==> src/logic/mfet_pkg.sv <==
// Package for the multifunction event timer: register offsets, fields, reset values, clock taps.
// Assumes a nibble-wide register port clocked by mclk, and an instruction-cycle enable from outside.
package mfet_pkg;
  localparam logic [9:0] OFS_MODE_ONE = 10'h009;
  localparam logic [9:0] OFS_RELOAD_LOW = 10'h00A;
  localparam logic [9:0] OFS_RELOAD_HIGH = 10'h00B;
  localparam logic [9:0] OFS_FLAGS = 10'h021;
  localparam logic [9:0] OFS_PIN_FUNC = 10'h024;
  localparam logic [9:0] OFS_MODE_TWO = 10'h026;
  localparam int FLAG_DONE_BIT = 0;
  localparam int FLAG_OVERRUN_BIT = 1;
  localparam int FUNC_SEL_BIT = 3;
  localparam int PIN_EN_LOW_BIT = 0;
  localparam int PIN_EN_HIGH_BIT = 2;
  localparam logic [3:0] MODE_ONE_RESET = 4'h0;
  localparam logic [3:0] MODE_TWO_RESET = 4'h0;
  localparam logic [3:0] PIN_FUNC_RESET = 4'h0;
  localparam logic [3:0] RELOAD_LOW_RESET = 4'h0;
  localparam logic [7:0] COUNT_RESET = 8'h00;
  localparam logic [2:0] CLK_SEL_EVENT = 3'h7;
  localparam int PRESCALER_WIDTH = 11;
  // Tap bit of the prescaler that falls once per selected period
  localparam int TAP_2048 = 10;
  localparam int TAP_512 = 8;
  localparam int TAP_128 = 6;
  localparam int TAP_32 = 4;
  localparam int TAP_8 = 2;
  localparam int TAP_4 = 1;
  localparam int TAP_2 = 0;

  typedef struct packed {
    logic func_sel;
    logic [2:0] clk_sel;
  } mfet_mode_t;

  typedef struct packed {
    logic wr;
    logic rd;
    logic [9:0] addr;
    logic [3:0] wdata;
  } mfet_req_t;
endpackage

==> src/logic/mfet_timer.sv <==
// Multifunction 8-bit event timer with reload and input capture, nibble register port.
// Assumes cyc_en pulses once per instruction cycle and the event pin is synchronous to mclk.
// Notes on behaviour
// - 8-bit counter: free-running, event counter, reload timer, input capture.
// - Clock select codes 0-6 pick prescaler periods 2048,512,128,32,8,4,2 cycles.
// - Clock select 7 counts edges of the event input pin.
// - Overflow of the counter raises an interrupt request.
// - Function select bit: 0 free-running at reset, 1 reload.
// - Mode register one: 4-bit write-only, cleared at reset and stop.
// - An event pin edge captures the counter value.
// - Each capture event raises an interrupt request.
// - Capture flags set by writing one; writing zero leaves them.
// - Capture flags are single bits at the flag address, reset to zero.
// - Event pin is input only, clocking the counter and triggering capture.
`timescale 1ns/1ps
module mfet_timer
  import mfet_pkg::*;
(
  input wire logic mclk,
  input wire logic rst_n,
  input wire logic stop_mode,
  input wire logic cyc_en,
  input wire mfet_pkg::mfet_req_t req,
  output logic [3:0] rdata,
  input wire logic event_input_pin,
  output logic overflow_irq,
  output logic capture_irq
);
  import mfet_pkg::*;

  logic [1:0] rst_sync_q;
  logic rst_n_i;
  mfet_mode_t timer_mode_one_q;
  logic [3:0] timer_mode_two_q;
  logic [3:0] pin_function_select_q;
  logic [3:0] reload_value_low_q;
  logic [3:0] reload_value_high_q;
  logic [3:0] reload_live_low_q;
  logic [7:0] reload_value;
  logic [7:0] event_timer_counter_q;
  logic [7:0] snapshot_q;
  logic capture_done_flag_q;
  logic capture_overrun_flag_q;
  logic [PRESCALER_WIDTH-1:0] presc_q;
  logic event_pin_q;
  logic event_edge;
  logic pin_enabled;
  logic tick;
  logic tap_tick;
  logic overflow;
  logic capture_mode;
  logic wr_mode_one;
  logic wr_low;
  logic wr_high;
  logic wr_flags;

  function automatic logic hit(input mfet_req_t r, input logic [9:0] ofs);
    hit = r.wr && (r.addr == ofs);
  endfunction

  // Reset leaves through two flops so every register is released on the same edge
  always_ff @(posedge mclk or negedge rst_n) begin
    if (!rst_n) begin
      rst_sync_q <= 2'h0;
    end else begin
      rst_sync_q <= {rst_sync_q[0], 1'b1};
    end
  end
  assign rst_n_i = rst_sync_q[1];

  // Writes are taken on any clock with wr high; there is no wait state
  assign wr_mode_one = hit(req, OFS_MODE_ONE);
  assign wr_low = hit(req, OFS_RELOAD_LOW);
  assign wr_high = hit(req, OFS_RELOAD_HIGH);
  assign wr_flags = hit(req, OFS_FLAGS);

  // Write-only, cleared by stop as well as reset
  always_ff @(posedge mclk or negedge rst_n_i) begin
    if (!rst_n_i) begin
      timer_mode_one_q <= MODE_ONE_RESET;
    end else if (stop_mode) begin
      timer_mode_one_q <= MODE_ONE_RESET;
    end else if (wr_mode_one) begin
      timer_mode_one_q <= req.wdata;
    end
  end

  // Second mode register is kept; this block uses it only as the capture enable, set by any nonzero value
  always_ff @(posedge mclk or negedge rst_n_i) begin
    if (!rst_n_i) begin
      timer_mode_two_q <= MODE_TWO_RESET;
      pin_function_select_q <= PIN_FUNC_RESET;
    end else begin
      if (hit(req, OFS_MODE_TWO)) begin
        timer_mode_two_q <= req.wdata;
      end
      if (hit(req, OFS_PIN_FUNC)) begin
        pin_function_select_q <= req.wdata;
      end
    end
  end
  // Capture function enabled by any nonzero value in mode register two
  assign capture_mode = |timer_mode_two_q;
  assign pin_enabled = pin_function_select_q[PIN_EN_LOW_BIT]
    | pin_function_select_q[PIN_EN_HIGH_BIT];

  // Reload value takes effect when the high nibble is written, so both halves load together
  always_ff @(posedge mclk or negedge rst_n_i) begin
    if (!rst_n_i) begin
      reload_value_low_q <= RELOAD_LOW_RESET;
      reload_value_high_q <= 4'h0;
      reload_live_low_q <= RELOAD_LOW_RESET;
    end else begin
      if (wr_low) begin
        reload_value_low_q <= req.wdata;
      end
      if (wr_high) begin
        reload_value_high_q <= req.wdata;
        reload_live_low_q <= reload_value_low_q;
      end
    end
  end
  // A low write alone never reaches the counter, so a half-written value is never loaded
  assign reload_value = {reload_value_high_q, reload_live_low_q};

  // The prescaler runs free; stop and mode writes leave its phase alone
  always_ff @(posedge mclk or negedge rst_n_i) begin
    if (!rst_n_i) begin
      presc_q <= '0;
      event_pin_q <= 1'b1;
    end else begin
      if (cyc_en) begin
        presc_q <= presc_q + 1'b1;
      end
      event_pin_q <= event_input_pin;
    end
  end
  // Falling edge taken as the active event edge
  // History starts at the idle high level so reset never looks like an edge
  assign event_edge = event_pin_q & ~event_input_pin & pin_enabled;

  // A tap ticks when its bit rolls over, giving one pulse per selected period
  always_comb begin
    logic [PRESCALER_WIDTH-1:0] nxt;
    nxt = presc_q + 1'b1;
    case (timer_mode_one_q.clk_sel)
      3'h0: tap_tick = presc_q[TAP_2048] & ~nxt[TAP_2048];
      3'h1: tap_tick = presc_q[TAP_512] & ~nxt[TAP_512];
      3'h2: tap_tick = presc_q[TAP_128] & ~nxt[TAP_128];
      3'h3: tap_tick = presc_q[TAP_32] & ~nxt[TAP_32];
      3'h4: tap_tick = presc_q[TAP_8] & ~nxt[TAP_8];
      3'h5: tap_tick = presc_q[TAP_4] & ~nxt[TAP_4];
      3'h6: tap_tick = presc_q[TAP_2] & ~nxt[TAP_2];
      default: tap_tick = 1'b0;
    endcase
  end
  // The event clock ignores cyc_en: the pin is sampled on every mclk
  assign tick = (timer_mode_one_q.clk_sel == CLK_SEL_EVENT) ? event_edge
    : (tap_tick & cyc_en);
  // No overflow interrupt while stop holds the counter clear
  assign overflow = tick && !stop_mode && (event_timer_counter_q == 8'hFF);

  always_ff @(posedge mclk or negedge rst_n_i) begin
    if (!rst_n_i) begin
      event_timer_counter_q <= COUNT_RESET;
    end else if (stop_mode) begin
      event_timer_counter_q <= COUNT_RESET;
    end else if (overflow) begin
      event_timer_counter_q <= timer_mode_one_q.func_sel ? reload_value : COUNT_RESET;
    end else if (tick) begin
      event_timer_counter_q <= event_timer_counter_q + 8'h01;
    end
  end

  // Capture uses the event edge; event counting and capture share the pin
  // Software can only set the flags; reset is the one way to clear them
  always_ff @(posedge mclk or negedge rst_n_i) begin
    if (!rst_n_i) begin
      snapshot_q <= COUNT_RESET;
      capture_done_flag_q <= 1'b0;
      capture_overrun_flag_q <= 1'b0;
    end else begin
      if (capture_mode && event_edge) begin
        snapshot_q <= event_timer_counter_q;
      end
      if ((capture_mode && event_edge && !capture_done_flag_q) ||
          (wr_flags && req.wdata[FLAG_DONE_BIT])) begin
        capture_done_flag_q <= 1'b1;
      end
      if ((capture_mode && event_edge && capture_done_flag_q) ||
          (wr_flags && req.wdata[FLAG_OVERRUN_BIT])) begin
        capture_overrun_flag_q <= 1'b1;
      end
    end
  end

  always_ff @(posedge mclk or negedge rst_n_i) begin
    if (!rst_n_i) begin
      overflow_irq <= 1'b0;
      capture_irq <= 1'b0;
    end else begin
      overflow_irq <= overflow;
      capture_irq <= capture_mode && event_edge;
    end
  end

  // Snapshot nibbles share the reload addresses: writes load, reads return the snapshot
  always_comb begin
    rdata = 4'h0;
    if (req.rd) begin
      case (req.addr)
        OFS_RELOAD_LOW: rdata = snapshot_q[3:0];
        OFS_RELOAD_HIGH: rdata = snapshot_q[7:4];
        OFS_FLAGS: rdata = {2'h0, capture_overrun_flag_q, capture_done_flag_q};
        default: rdata = 4'h0;
      endcase
    end
  end
endmodule

==> config.mk <==
export PLATFORM = sky130hd
export DESIGN_NAME = mfet_timer
export DESIGN_NICKNAME = d
export VERILOG_FILES = /design/src/logic/mfet_pkg.sv /design/src/logic/mfet_timer.sv
export SDC_FILE = /design/constraint.sdc
export NUM_CORES = 1
export LEC_CHECK = 0
export BUFFER_PORTS_ARGS = -buffer_cell sky130_fd_sc_hd__buf_4
export CAP_MARGIN = 10
export CORE_UTILIZATION = 30
export DETAILED_ROUTE_END_ITERATION = 6
export HOLD_SLACK_MARGIN = 0.06
export PLACE_DENSITY = 0.57
export REMOVE_ABC_BUFFERS = 1
export SLEW_MARGIN = 10
export SYNTH_ARGS = -nofsm -noshare
export SYNTH_HDL_FRONTEND = slang
export SYNTH_SLANG_ARGS = --single-unit
==> constraint.sdc <==
create_clock -name mclk -period 1.65 [get_ports mclk]
set_input_delay 0.165 -clock mclk [delete_from_list [all_inputs] [get_ports mclk]]
set_output_delay 0.165 -clock mclk [all_outputs]
set_load 0.005 [all_outputs]
# Yosys cells after proc, flatten, opt, wreduce, memory -nomap -nowiden
# Cells that the tools add are included.
[op_classes]
n_reduce_logical = 21
addsub = 2
order_cmp = 0
bitwise = 19
mul = 0
shifts = 0
mux = 10
div = 0
eq_ne = 14
[ops]
columns = ["op", "count"]
rows = [
  ["8-bit 2-to-1 mux", 4],
  ["10-bit by 4-bit == test with 1-bit output, second input constant", 3],
  ["10-bit by 6-bit == test with 1-bit output, second input constant", 3],
  ["1-bit logical AND", 13],
  ["3-bit == test, second input constant", 4],
  ["4-bit 2-to-1 mux", 3],
  ["4-bit one-hot mux with 3 select lines", 1],
  ["11-bit by 1-bit adder with 11-bit output, second input constant", 1],
  ["1-bit AND", 10],
  ["8-bit by 1-bit adder with 8-bit output, second input constant", 1],
  ["8-bit == test, second input constant", 1],
  ["1-bit inverter", 8],
  ["1-bit one-hot mux with 7 select lines", 1],
  ["3-bit by 2-bit == test with 1-bit output, second input constant", 2],
  ["4-bit OR reduction", 1],
  ["3-bit by 1-bit == test with 1-bit output, second input constant", 1],
  ["3-bit zero test", 1],
  ["3-bit nonzero test", 1],
  ["1-bit zero test", 2],
  ["1-bit logical OR", 2],
  ["2-bit nonzero test", 1],
  ["1-bit 2-to-1 mux", 1],
  ["1-bit bitwise OR", 1],
]
[word_totals]
word_cells = 82
latchBits = 0
n_memories = 0
regBits = 57
mem_bits_ro = 0
mem_bits_rw = 0

# Depth between registers and ports, before layout
# Gate-level depths: netlist of the first run.
[logic_depth]
depth_word = 10
mapped_depth = 12

# Worst setup path before layout of the first run
# Ideal clock, no wire load.
[synth_path]
path_kind = "register to register"
startpoint = "register presc_q[0]"
endpoint = "register event_timer_counter_q[2]"
path_stages_with_launch = 13
n_path_buf = 1
period_less_slack_ns = 2.174
setup_slack_ns = -0.524
arrival_ns = 2.032
required_ns = 1.509
path_cell_list = "dfrtp_1 -> ha_1 -> and3_1 -> nand2_1 -> nor2_1 -> and3_1 -> ha_1 -> mux2i_1 -> nor2_1 -> or3_1 -> buf_2 -> a31oi_1 -> a311oi_1"
[synth_via]
elab_chain_len = 10
[synth_rtl]
columns = ["element", "line_no", "text"]
rows = [
  ["from (decl)", "mfet_timer.sv:44", "logic [PRESCALER_WIDTH-1:0] presc_q;"],
  ["from (signal assigned)", "mfet_timer.sv:133", "presc_q <= presc_q + 1'b1;"],
  ["11-bit by 1-bit adder with 11-bit output", "mfet_timer.sv:145", "nxt = presc_q + 1'b1;"],
  ["1-bit inverter, or another cell as far along", "mfet_timer.sv:153", "3'h6: tap_tick = presc_q[TAP_2] & ~nxt[TAP_2];"],
  ["1-bit AND, or another cell as far along", "mfet_timer.sv:153", ""],
  ["1-bit one-hot mux with 7 select lines *", "mfet_timer.sv:146", "case (timer_mode_one_q.clk_sel)"],
  ["1-bit AND *", "mfet_timer.sv:159", ": (tap_tick & cyc_en);"],
  ["1-bit 2-to-1 mux *", "mfet_timer.sv:158", "assign tick = (timer_mode_one_q.clk_sel == CLK_SEL_EVENT) ? event_edge"],
  ["1-bit logical AND (2 in a row)", "mfet_timer.sv:161", "assign overflow = tick && !stop_mode && (event_timer_counter_q == 8'hFF);"],
  ["8-bit 2-to-1 mux", "mfet_timer.sv:168", "end else if (overflow) begin"],
  ["8-bit 2-to-1 mux", "mfet_timer.sv:166", "end else if (stop_mode) begin"],
  ["to (signal assigned)", "mfet_timer.sv:169", "event_timer_counter_q <= timer_mode_one_q.func_sel ? reload_value : COUNT_RESET;"],
  ["to (signal assigned)", "mfet_timer.sv:171", "event_timer_counter_q <= event_timer_counter_q + 8'h01;"],
  ["to (decl)", "mfet_timer.sv:40", "logic [7:0] event_timer_counter_q;"],
]
# Every way passes the cells marked *; elsewhere a longest branch is shown, timed or not.
# A chain may end at the register's enable or synchronous reset.

# Worst setup path after layout of the first run
[layout_path]
startpoint = "register presc_q[0]"
endpoint = "register event_timer_counter_q[4]"
# Same word-level chain as after synthesis.

==> results.md, run 1 <==
- Nets: 316
- Critical Path Start Type: flop
- Final hold slack: approximately 0.11 ns
- Largest net degree at the start of global routing: between 50 and 60
- Area growth syn-to-layout: 29.6%
- Instance area at placement: approximately 3200 um2
- Worst Setup End Kind: flop
- Simple-Gate Fraction of Synth Area: 14.4%
- Final setup viols: 10
- DIE WIDTH: 96.8 um
- Diode count: 0
- Failing checks: setup timing
- Antenna Violating Nets Remaining: 0
- Row count: 34
- DR pass1 iterations: 4
- Tcrit/Tclk final: 132%
- Dpl hpwl: 4170 um
- Area taken by multi-input logic gates: approximately 1400 um2
- CTS Buf Count: 5
- H-tree lvl count: 2
- Final Hold Fails: 0
- Longest Clk Path Bufs: 2
- Number of global-route vias before repair: around 2000
- Routed vias: between 1500 and 2000
- # Max-Cap Violations: 0
- Initial DRC count: around 120
- Most Frequent Cell on Critical Path: nor2_2
- Total Routing Usage GR: 12.9%
- Worst setup margin: -0.529 ns
- Mean area per synthesized cell: 11.8 um2
- Share of layout cells above drive strength 1: 44.6%
- CTS Root Cell: clkbuf_8
- Grt ovf: 0
- Sink Count: 56
- Status: complete, but fails checks
- Die area: between 9000 and 10000 um2
- Register area share after synthesis: between 50% and 60%
- Initial core utilization: between 30% and 40%
- Synth warn: 0
- CP Max Fanout: 6
- Avg WL per Cell: roughly 15 um
- IO buf count: 26
- Synth Area in Compound Gates: under 10%
- CP arrival: 2.37 ns
- Worst IR Drop VDD: 0.310 mV
- Antenna violations before repair: 0
- Io pins: 27
- CTS tree: yes
- FF/Latch Area: around 1400 um2
- Die height: 96.8 um
- Layout Skew: approximately 0.0054 ns
- Unrepaired setup endpoints after global routing: yes
- Synth Area in Adders: about 3.2%
- P_leak: about 1.6 nW
- Post-synthesis mux area share: 17.0%
- Largest family of logic cells by synthesized area: multiplexers
- Fmax: roughly 460 MHz
- Overall routed net length: between 5000 and 6000 um
- CP peak stage delay: slightly above 0.4 ns
- Crit path cell chain: ha_2 > and3_4 > nand2_2 > nor2_2 > buf_4 > ha_1 > mux2i_1 > nor2_2 > or3_4 > a31oi_1 > a311oi_2
- Final Cell Area: roughly 3500 um2
- Drt drc: 0
- Vias per cell: ~5.0
- Min Tclk post-route: roughly 2.2 ns
- Mapped Cells: approximately 230
- Mapped Area: approximately 2700 um2
- # fillers: ~820
- Worst hold path type: primary input to flop
- Power Dens Cells: 812 nW/um2
- Core area: ~8700 um2
- First-pass GRT wire length: ~10000 um
- Seq cells post-synth: 56
- Xor and xnor area share after synthesis: under 10%
- Max-slew violation count: 0
- Setup TNS: -4.45 ns
- Clock-pin slew on the worst setup and hold paths: ~0.10 ns
- Slowest CP cell: or3_4
- CP Class: flop to flop
- Clk_lat worst skew: a little over 0.3 ns
- RePlAce Congestion: about 0.76
- Worst path required time: ~1.8 ns
- Netlist cell types: 44
-- final timing paths --
kind                                from                  endpoint  slack [ns]  cells after the start
max reg2reg                   presc_q[0]  event_timer_counter_q[4]       -0.53                     11
max in group asynchronous  rst_sync_q[1]               event_pin_q        1.11                      1
min reg2reg                rst_sync_q[1]                presc_q[4]        0.26                      1
min in group asynchronous          rst_n             rst_sync_q[1]        0.16                      2
min                               req[3]     reload_value_low_q[3]        0.11                      2
max                           presc_q[0]  event_timer_counter_q[4]       -0.53                     11
-- critical path: cells and delay by family, from the launching register on --
| family | cells | cell delay (ns) |
|---|---|---|
| multiplexers | 1 | 0.18 |
| AND/OR/NAND/NOR | 5 | 0.74 |
| adder cells (fa/ha/maj) | 2 | 0.36 |
| flip-flops | 1 | 0.39 |
| buffers and inverters | 1 | 0.13 |
| AO/OA/AOI/OAI | 2 | 0.25 |
-- power breakdown --
| part | switching [mW] | internal (mW) | total, mW |
|---|---|---|---|
| registers | 0.0651 | 1.47 | 1.54 |
| clock network | 0.433 | 0.304 | 0.738 |
| logic | 0.230 | 0.332 | 0.562 |
-- per-layer routing --
layer	wire, um	up-vias	track usage, %	share of wire, %
met4	72	0	4.25	1.2
met2	2910	36	20.7	49
met3	193	7	2.60	3.2
met1	2810	986	17.4	47
met5	0	-	0	0
li1	-	956	-	-
-- metrics by stage --
step	setup WS, ns	util (%)	instances	power (mW)
after floorplan	-0.493	-	219	1.77
after global placement	-0.546	36.7	382	2.06
after detailed placement	-0.595	36.7	382	2.07
after CTS	-0.508	38.5	394	2.86
after global routing	-0.637	40.0	397	3.02
final	-0.529	40.0	397	2.84
-- area by class of cell --
cell class	count	share of cell area, %
Clock buffer	7	2.19
Clock inverter	1	0.251
Inverter	5	0.537
Multi-Input combinational cell	158	38.9
Sequential cell	56	40.2
Tap cell	108	3.87
Timing Repair Buffer	62	14.0
-- flip-flops by register name, indices dropped and copies added, names as in the netlist --
| name | count |
|---|---|
| rst_sync_q | 2 |
| reload_value_low_q | 4 |
| event_timer_counter_q | 8 |
| pin_function_select_q | 2 |
| capture_overrun_flag_q | 1 |
| snapshot_q | 8 |
| capture_done_flag_q | 1 |
| reload_value_high_q | 4 |
| overflow_irq | 1 |
| presc_q | 11 |
| capture_irq | 1 |
| timer_mode_two_q | 4 |
| timer_mode_one_q | 4 |
| event_pin_q | 1 |
| reload_live_low_q | 4 |
-- cell usage after synthesis (all sizes together) --
library cell | n | share of area, %
nand2 | 11 | 1.5
a2111o | 1 | 0.42
o21ai | 5 | 0.93
a311oi | 5 | 1.6
a31oi | 9 | 2.3
a221o | 1 | 0.37
o311ai | 2 | 0.65
nor3 | 6 | 1.9
ha | 7 | 3.2
o31ai | 3 | 0.84
and3 | 5 | 1.2
nand3b | 1 | 0.28
and4 | 2 | 0.65
a21o | 1 | 0.28
or3 | 3 | 0.70
xor2 | 3 | 0.98
mux2i | 11 | 4.1
nor2b | 1 | 0.23
nand3 | 10 | 2.0
nand2b | 3 | 0.70
dfstp | 1 | 0.98
a31o | 1 | 0.33
dfrtp | 55 | 51
buf | 8 | 1.7
inv | 5 | 0.70
nor4 | 4 | 0.93
xnor2 | 2 | 0.65
and2 | 1 | 0.33
a21oi | 4 | 0.74
conb | 1 | 0.14
nand4 | 2 | 0.46
clkbuf | 2 | 0.28
or2 | 1 | 0.23
or4 | 1 | 0.42
nand4b | 1 | 0.33
mux2 | 31 | 13
a211o | 1 | 0.33
nor2 | 18 | 2.5
-- placed cells by master (no fill, tap or decap), types with 5 or more instances in the layout --
| master | n |
|---|---|
| nor2_1 | 14 |
| buf_4 | 57 |
| inv_1 | 5 |
| a31oi_1 | 8 |
| ha_1 | 5 |
| nand3_1 | 9 |
| mux2i_1 | 10 |
| nand2_1 | 10 |
| mux2_2 | 30 |
| clkbuf_8 | 5 |
| dfrtp_1 | 54 |
-- kinds of logic (layout without fill, tap and decap cells) --
family                     count (synthesis)  count (layout)
muxes                                     42              42
xor gates and xnor gates                   5               5
DFF                                       56              56
and+or+nand+nor                           70              70
buffers and inverters                     15              75
AOI/OAI and AO/OA                         33              33
other                                      1               1
adders and majority gates                  7               7
-- timing repair --
item,in CTS,in global routing
buffers inserted,2,2
pin swaps,13,6
setup endpoints to repair,10,20
endpoints found under the hold margin,3,0
gates cloned,0,1
resized for setup,9,28
hold buffers,2,0
No activity file was read; power rests on OpenSTA's default activity.
==> run 2: changes to the inputs <==
CORE_UTILIZATION = 25   (was 30)
PLACE_DENSITY = 0.51   (was 0.57)
==> results.md, run 2 (synthesis results as in run 1) <==
- Power Dens Cells: 846 nW/um2 (was 812 nW/um2)
- Final Hold Fails: 0 (unchanged)
- Avg WL per Cell: 14.5 um (was 15.1 um)
- Clock-pin slew on the worst setup and hold paths: 0.10 ns (about the same)
- Grt ovf: 0 (unchanged)
- Min Tclk post-route: 2.18 ns (about the same)
- Worst hold path type: primary input to flop (unchanged)
- Status: complete, but fails checks (unchanged)
- # Max-Cap Violations: 0 (unchanged)
- Diode count: 0 (unchanged)
- Setup TNS: -4.40 ns (was -4.45 ns)
- H-tree lvl count: 2 (unchanged)
- Area growth syn-to-layout: 31.3% (was 29.6%)
- RePlAce Congestion: 0.767 (was 0.760)
- Fin cells: 424 (was 397)
- Vias per cell: 4.71 (was 5.00)
- Total Routing Usage GR: 11.5% (was 12.9%)
- DIE WIDTH: 106 um (was 96.8 um)
- Nets: 315 (was 316)
- Critical Path Start Type: flop (unchanged)
- Worst IR Drop VDD: 0.318 mV (was 0.310 mV)
- First-pass GRT wire length: 10100 um (was 9800 um)
- Final setup viols: 10 (unchanged)
- Max reg flops: 11 (unchanged)
- Reg2Reg Setup Slack: -0.53 ns (about the same)
- Instance area at placement: 3230 um2 (was 3200 um2)
- Layout Skew: 0.00799 ns (was 0.00541 ns)
- Worst path required time: 1.84 ns (about the same)
- Io pins: 27 (unchanged)
- Overall routed net length: 6140 um (was 5980 um)
- Unrepaired setup endpoints after global routing: yes (unchanged)
- R2R depth: 11 (unchanged)
- Initial DRC count: 163 (was 117)
- Final Cell Area: 3540 um2 (was 3490 um2)
- Hold Crit Depth: 2 (unchanged)
- IO buf count: 26 (unchanged)
- Clk_lat worst skew: 0.31 ns (about the same)
- Fmax: 459 MHz (about the same)
- Sink Count: 56 (unchanged)
- CP Class: flop to flop (unchanged)
- CP Max Fanout: 6 (unchanged)
- Routed vias: 1999 (was 1985)
- CTS Root Cell: clkbuf_8 (unchanged)
- CTS Buf Count: 5 (unchanged)
- Most common cell after layout, fill and taps aside: buf_4 (unchanged)
- Share of layout cells above drive strength 1: 44.8% (was 44.6%)
- Worst setup margin: -0.529 ns (about the same)
- Tcrit/Tclk final: 132% (about the same)
- P_leak: 1.66 nW (was 1.65 nW)
- Core area: 10400 um2 (was 8720 um2)
- Antenna violations before repair: 0 (unchanged)
- Drt drc: 0 (unchanged)
- DR pass1 iterations: 4 (unchanged)
- Longest Clk Path Bufs: 2 (unchanged)
- Largest net degree at the start of global routing: 55 (unchanged)
- Dpl cells: 409 (was 382)
- CTS tree: yes (unchanged)
- Register name with the most flops: presc_q (unchanged)
- Largest regs: presc_q x11, event_timer_counter_q x8, snapshot_q x8 (unchanged)
- Antenna Violating Nets Remaining: 0 (unchanged)
- Number of global-route vias before repair: 2092 (was 2025)
- Die height: 106 um (was 96.8 um)
- Failing checks: setup timing (unchanged)
- Row count: 37 (was 34)
- Max-slew violation count: 0 (unchanged)
- CP arrival: 2.37 ns (about the same)
- Most frequent cells in the layout: buf_4 (55), dfrtp_1 (54), mux2_2 (30), nor2_1 (14), mux2i_1 (11) (was buf_4 (57), dfrtp_1 (54), mux2_2 (30), nor2_1 (14))
- Worst Setup End Kind: flop (unchanged)
- Final core utilization: 34.1% (was 40.0%)
- Initial core utilization: 26.0% (was 30.9%)
- Dpl hpwl: 4360 um (was 4170 um)
- Final Power: 2.99 mW (was 2.84 mW)
- Die area: 11200 um2 (was 9370 um2)
-- run 2: changes by cell type in the layout (fill, tap and decap cells not counted), moves of 2 or more --
cell / before / now
a21oi_1: 3 / 1
buf_4: 57 / 55
a21oi_2: 1 / 3
o311ai_2: 2 / 0
o311ai_1: 0 / 2
nor4_2: 0 / 2
-- run 2: stage by stage --
stage,setup slack [ns],hold slack [ns]
detailed placement,-0.594,-0.0494
global placement,-0.551,-0.0518
finish,-0.529,0.119
CTS,-0.528,0.112
global route,-0.645,0.116
floorplan,-0.493,-0.131
-- run 2: final timing paths --
| kind | startpoint | endpoint |
|---|---|---|
| max | presc_q[1] | event_timer_counter_q[4] |
| min | stop_mode | event_timer_counter_q[6] |
| max reg2reg | presc_q[1] | event_timer_counter_q[4] |
| min reg2reg | rst_sync_q[1] | presc_q[3] |
| max in group asynchronous | rst_sync_q[1] | event_pin_q |
| min in group asynchronous | rst_n | rst_sync_q[1] |
-- run 2: cell type report --
| cell class | count | area [um2] |
|---|---|---|
| Clock buffer | 6 | 72.6 |
| Multi-Input combinational cell | 158 | 1360 |
| Tap cell | 136 | 170 |
| Clock inverter | 2 | 35.0 |
| Fill cell | 1059 | 6830 |
| Timing Repair Buffer | 61 | 483 |
| Inverter | 5 | 18.8 |
| Sequential cell | 56 | 1400 |
-- run 2: routing by layer --
| layer | track usage [%] | wire length (um) |
|---|---|---|
| met5 | 0 | 0 |
| met4 | 3.77 | 70 |
| met2 | 18.8 | 2900 |
| met1 | 15.2 | 3000 |
| met3 | 2.04 | 165 |
-- run 2: repair_timing --
action / 4_1_cts / 5_1_grt
gates resized for setup: 13 / 23
hold endpoints to repair: 3 / 0
gates cloned: 0 / 1
setup endpoints to repair: 10 / 20
pin swaps: 13 / 7
setup buffers: 2 / 2
hold buffers: 2 / 0
-- run 2: power by group --
part	internal (mW)	switching, mW	leakage (nW)
Clock	0.452	0.454	0.0552
Combinational	0.312	0.233	0.842
Sequential	1.47	0.0712	0.760
Total	2.23	0.758	1.66
-- run 2: critical path: stages, from the launching register on --
cell and delay [ns]:
dfrtp_1 0.41, ha_2 0.20, and3_4 0.16, nand2_4 0.07, nor2_4 0.04, buf_6 0.12
ha_4 0.14, mux2i_1 0.16, nor2_2 0.09, or3_4 0.44, a31oi_1 0.18, a311oi_1 0.07
==> run 3: changes to the inputs <==
PLACE_DENSITY = 0.49   (was 0.51)
clock period = 2.2 ns   (was 1.65 ns; I/O delays follow)
==> results.md, run 3 (synthesis results as in run 1) <==
- Status: complete, but fails checks (unchanged)
- Failing checks: setup timing (unchanged)
- CTS Root Cell: clkbuf_8 (unchanged)
- Tcrit/Tclk final: 101% (was 132%)
- Largest regs: presc_q x11, event_timer_counter_q x8, snapshot_q x8 (unchanged)
- Worst IR Drop VDD: 0.286 mV (was 0.318 mV)
- CP Max Fanout: 6 (unchanged)
- Antenna violations before repair: 0 (unchanged)
- Unrepaired setup endpoints after global routing: yes (unchanged)
- Worst hold path type: primary input to flop (unchanged)
- NetSw: 0.519 mW (was 0.758 mW)
- Worst setup margin: -0.0189 ns (was -0.529 ns)
- IO buf count: 26 (unchanged)
- Slowest CP cell: dfrtp_1 (was or3_4)
- Grt ovf: 0 (unchanged)
- Final core utilization: 32.0% (was 34.1%)
- First-pass GRT wire length: 9250 um (was 10100 um)
- Initial core utilization: 26.0% (unchanged)
- CP peak stage delay: 0.41 ns (was 0.44 ns)
- Core area: 10400 um2 (unchanged)
- Register share of total power: 53.3% (was 51.5%)
- Longest Clk Path Bufs: 2 (unchanged)
- Fmax: 451 MHz (was 459 MHz)
- CP arrival: 2.40 ns (was 2.37 ns)
- Min Tclk post-route: 2.22 ns (was 2.18 ns)
- DR pass1 iterations: 4 (unchanged)
- CP Class: flop to flop (unchanged)
- Layout Skew: 0.00710 ns (was 0.00799 ns)
- Most Frequent Cell on Critical Path: nor2_2
- Max reg flops: 11 (unchanged)
- Most frequent cells in the layout: dfrtp_1 (54), buf_4 (33), mux2_2 (31), nor2_1 (15), mux2i_1 (11) (was buf_4 (55), dfrtp_1 (54), mux2_2 (30), nor2_1 (14), mux2i_1 (11))
- Drt drc: 0 (unchanged)
- Avg WL per Cell: 13.7 um (was 14.5 um)
- Final hold slack: 0.178 ns (was 0.119 ns)
- Die height: 106 um (unchanged)
- Share of layout cells above drive strength 1: 38.0% (was 44.8%)
- Combinational share of power: 13.8% (was 18.2%)
- Die area: 11200 um2 (unchanged)
- Final setup viols: 4 (was 10)
- Area growth syn-to-layout: 23.2% (was 31.3%)
- Dpl cells: 387 (was 409)
- WP buf/inv: 0 (was 1)
- CTS Buf Count: 5 (unchanged)
- Power Dens Cells: 662 nW/um2 (was 846 nW/um2)
- DIE WIDTH: 106 um (unchanged)
- RePlAce Congestion: 0.788 (was 0.767)
- Most common cell after layout, fill and taps aside: dfrtp_1 (was buf_4)
- Critical Path Start Type: flop (unchanged)
- Worst path required time: 2.38 ns (was 1.84 ns)
- Clk_lat worst skew: 0.31 ns (about the same)
- Worst Setup End Kind: flop (unchanged)
- Clk pwr share: 32.9% (was 30.2%)
- Sink Count: 56 (unchanged)
- Max-slew violation count: 0 (unchanged)
- Fin cells: 399 (was 424)
- Setup TNS: -0.0406 ns (was -4.40 ns)
- # fillers: 1076 (was 1059)
- Vias per cell: 4.58 (was 4.71)
- Clock-pin slew on the worst setup and hold paths: 0.10 ns (about the same)
- Register name with the most flops: presc_q (unchanged)
- P_leak: 1.52 nW (was 1.66 nW)
- Row count: 37 (unchanged)
- Number of global-route vias before repair: 1876 (was 2092)
- Antenna Violating Nets Remaining: 0 (unchanged)
- Largest net degree at the start of global routing: 36 (was 55)
- Final Hold Fails: 0 (unchanged)
- Net Sw Frac: 23.6% (was 25.3%)
- Dpl hpwl: 4100 um (was 4360 um)
- Total Routing Usage GR: 10.5% (was 11.5%)
- Cell family with most CP delay: simple AND/OR/NAND/NOR gates (unchanged)
- Diode count: 0 (unchanged)
- Io pins: 27 (unchanged)
- Overall routed net length: 5470 um (was 6140 um)
- Final Power: 2.20 mW (was 2.99 mW)
- Routed vias: 1829 (was 1999)
- Crit path cell chain: ha_2 > and3_4 > nand2_2 > nor2_2 > and3_1 > ha_1 > mux2i_1 > nor2_2 > or3_4 > a31oi_1 > a311oi_1 (was ha_2 > and3_4 > nand2_4 > nor2_4 > buf_6 > ha_4 > mux2i_1 > nor2_2 > or3_4 > a31oi_1 > a311oi_1)
- Initial DRC count: 95 (was 163)
- Internal power: 1.68 mW (was 2.23 mW)
- CTS tree: yes (unchanged)
- Nets: 290 (was 315)
- # Max-Cap Violations: 0 (unchanged)
- H-tree lvl count: 2 (unchanged)
[run 3: timing repair]
item | CTS | global route
gates resized for setup | 4 | 18
endpoints found under the hold margin | 3 | 0
endpoints found under the setup margin | 7 | 9
buffers inserted | 1 | 1
pin swaps | 5 | 6
hold buffers | 2 | 0
[run 3: final timing paths]
check,from,end,slack (ns),cells after the start
min in group asynchronous,rst_n,rst_sync_q[1],0.22,2
worst min register to register,rst_sync_q[1],presc_q[3],0.23,0
worst min-delay path,req[3],reload_value_low_q[3],0.18,2
worst max register to register,presc_q[1],event_timer_counter_q[2],-0.02,11
worst max-delay path,presc_q[1],event_timer_counter_q[2],-0.02,11
max in group asynchronous,rst_sync_q[1],event_pin_q,1.37,1
[run 3: layout make-up]
class | count | area [um2] | area share [%]
flip-flops and latches | 56 | 1400 | 42.3
multi-input cells | 158 | 1310 | 39.5
repair buffers | 36 | 288 | 8.67
well taps | 136 | 170 | 5.13
clock buffers | 7 | 96.3 | 2.90
clock inverters | 1 | 30.0 | 0.905
inverters | 5 | 18.8 | 0.565
[run 3: per-stage QoR]
step                      cell area [um2]  worst slack, ns
final                                3320          -0.0189
after global routing                 3320           -0.117
after CTS                            3230          0.00440
after detailed placement             3070          -0.0859
after global placement               3070          -0.0109
after floorplan                      2640           0.0567
[run 3: metal layers]
layer	GRT usage, %	routed length (um)	part of all wire (%)
met1	14.8	2810	51
met2	16.2	2470	45
met3	2.16	125	2.3
met4	2.98	65	1.2
met5	0	0	0
[run 3: power groups by stage]
stage          clock network, mW  registers (mW)  logic, mW
2_1_floorplan                  0            1.19      0.140
3_3_place_gp                   0            1.19      0.282
3_5_place_dp                   0            1.19      0.287
4_1_cts                    0.754            1.17      0.297
5_1_grt                    0.799            1.19      0.340
6_report                   0.723            1.17      0.304
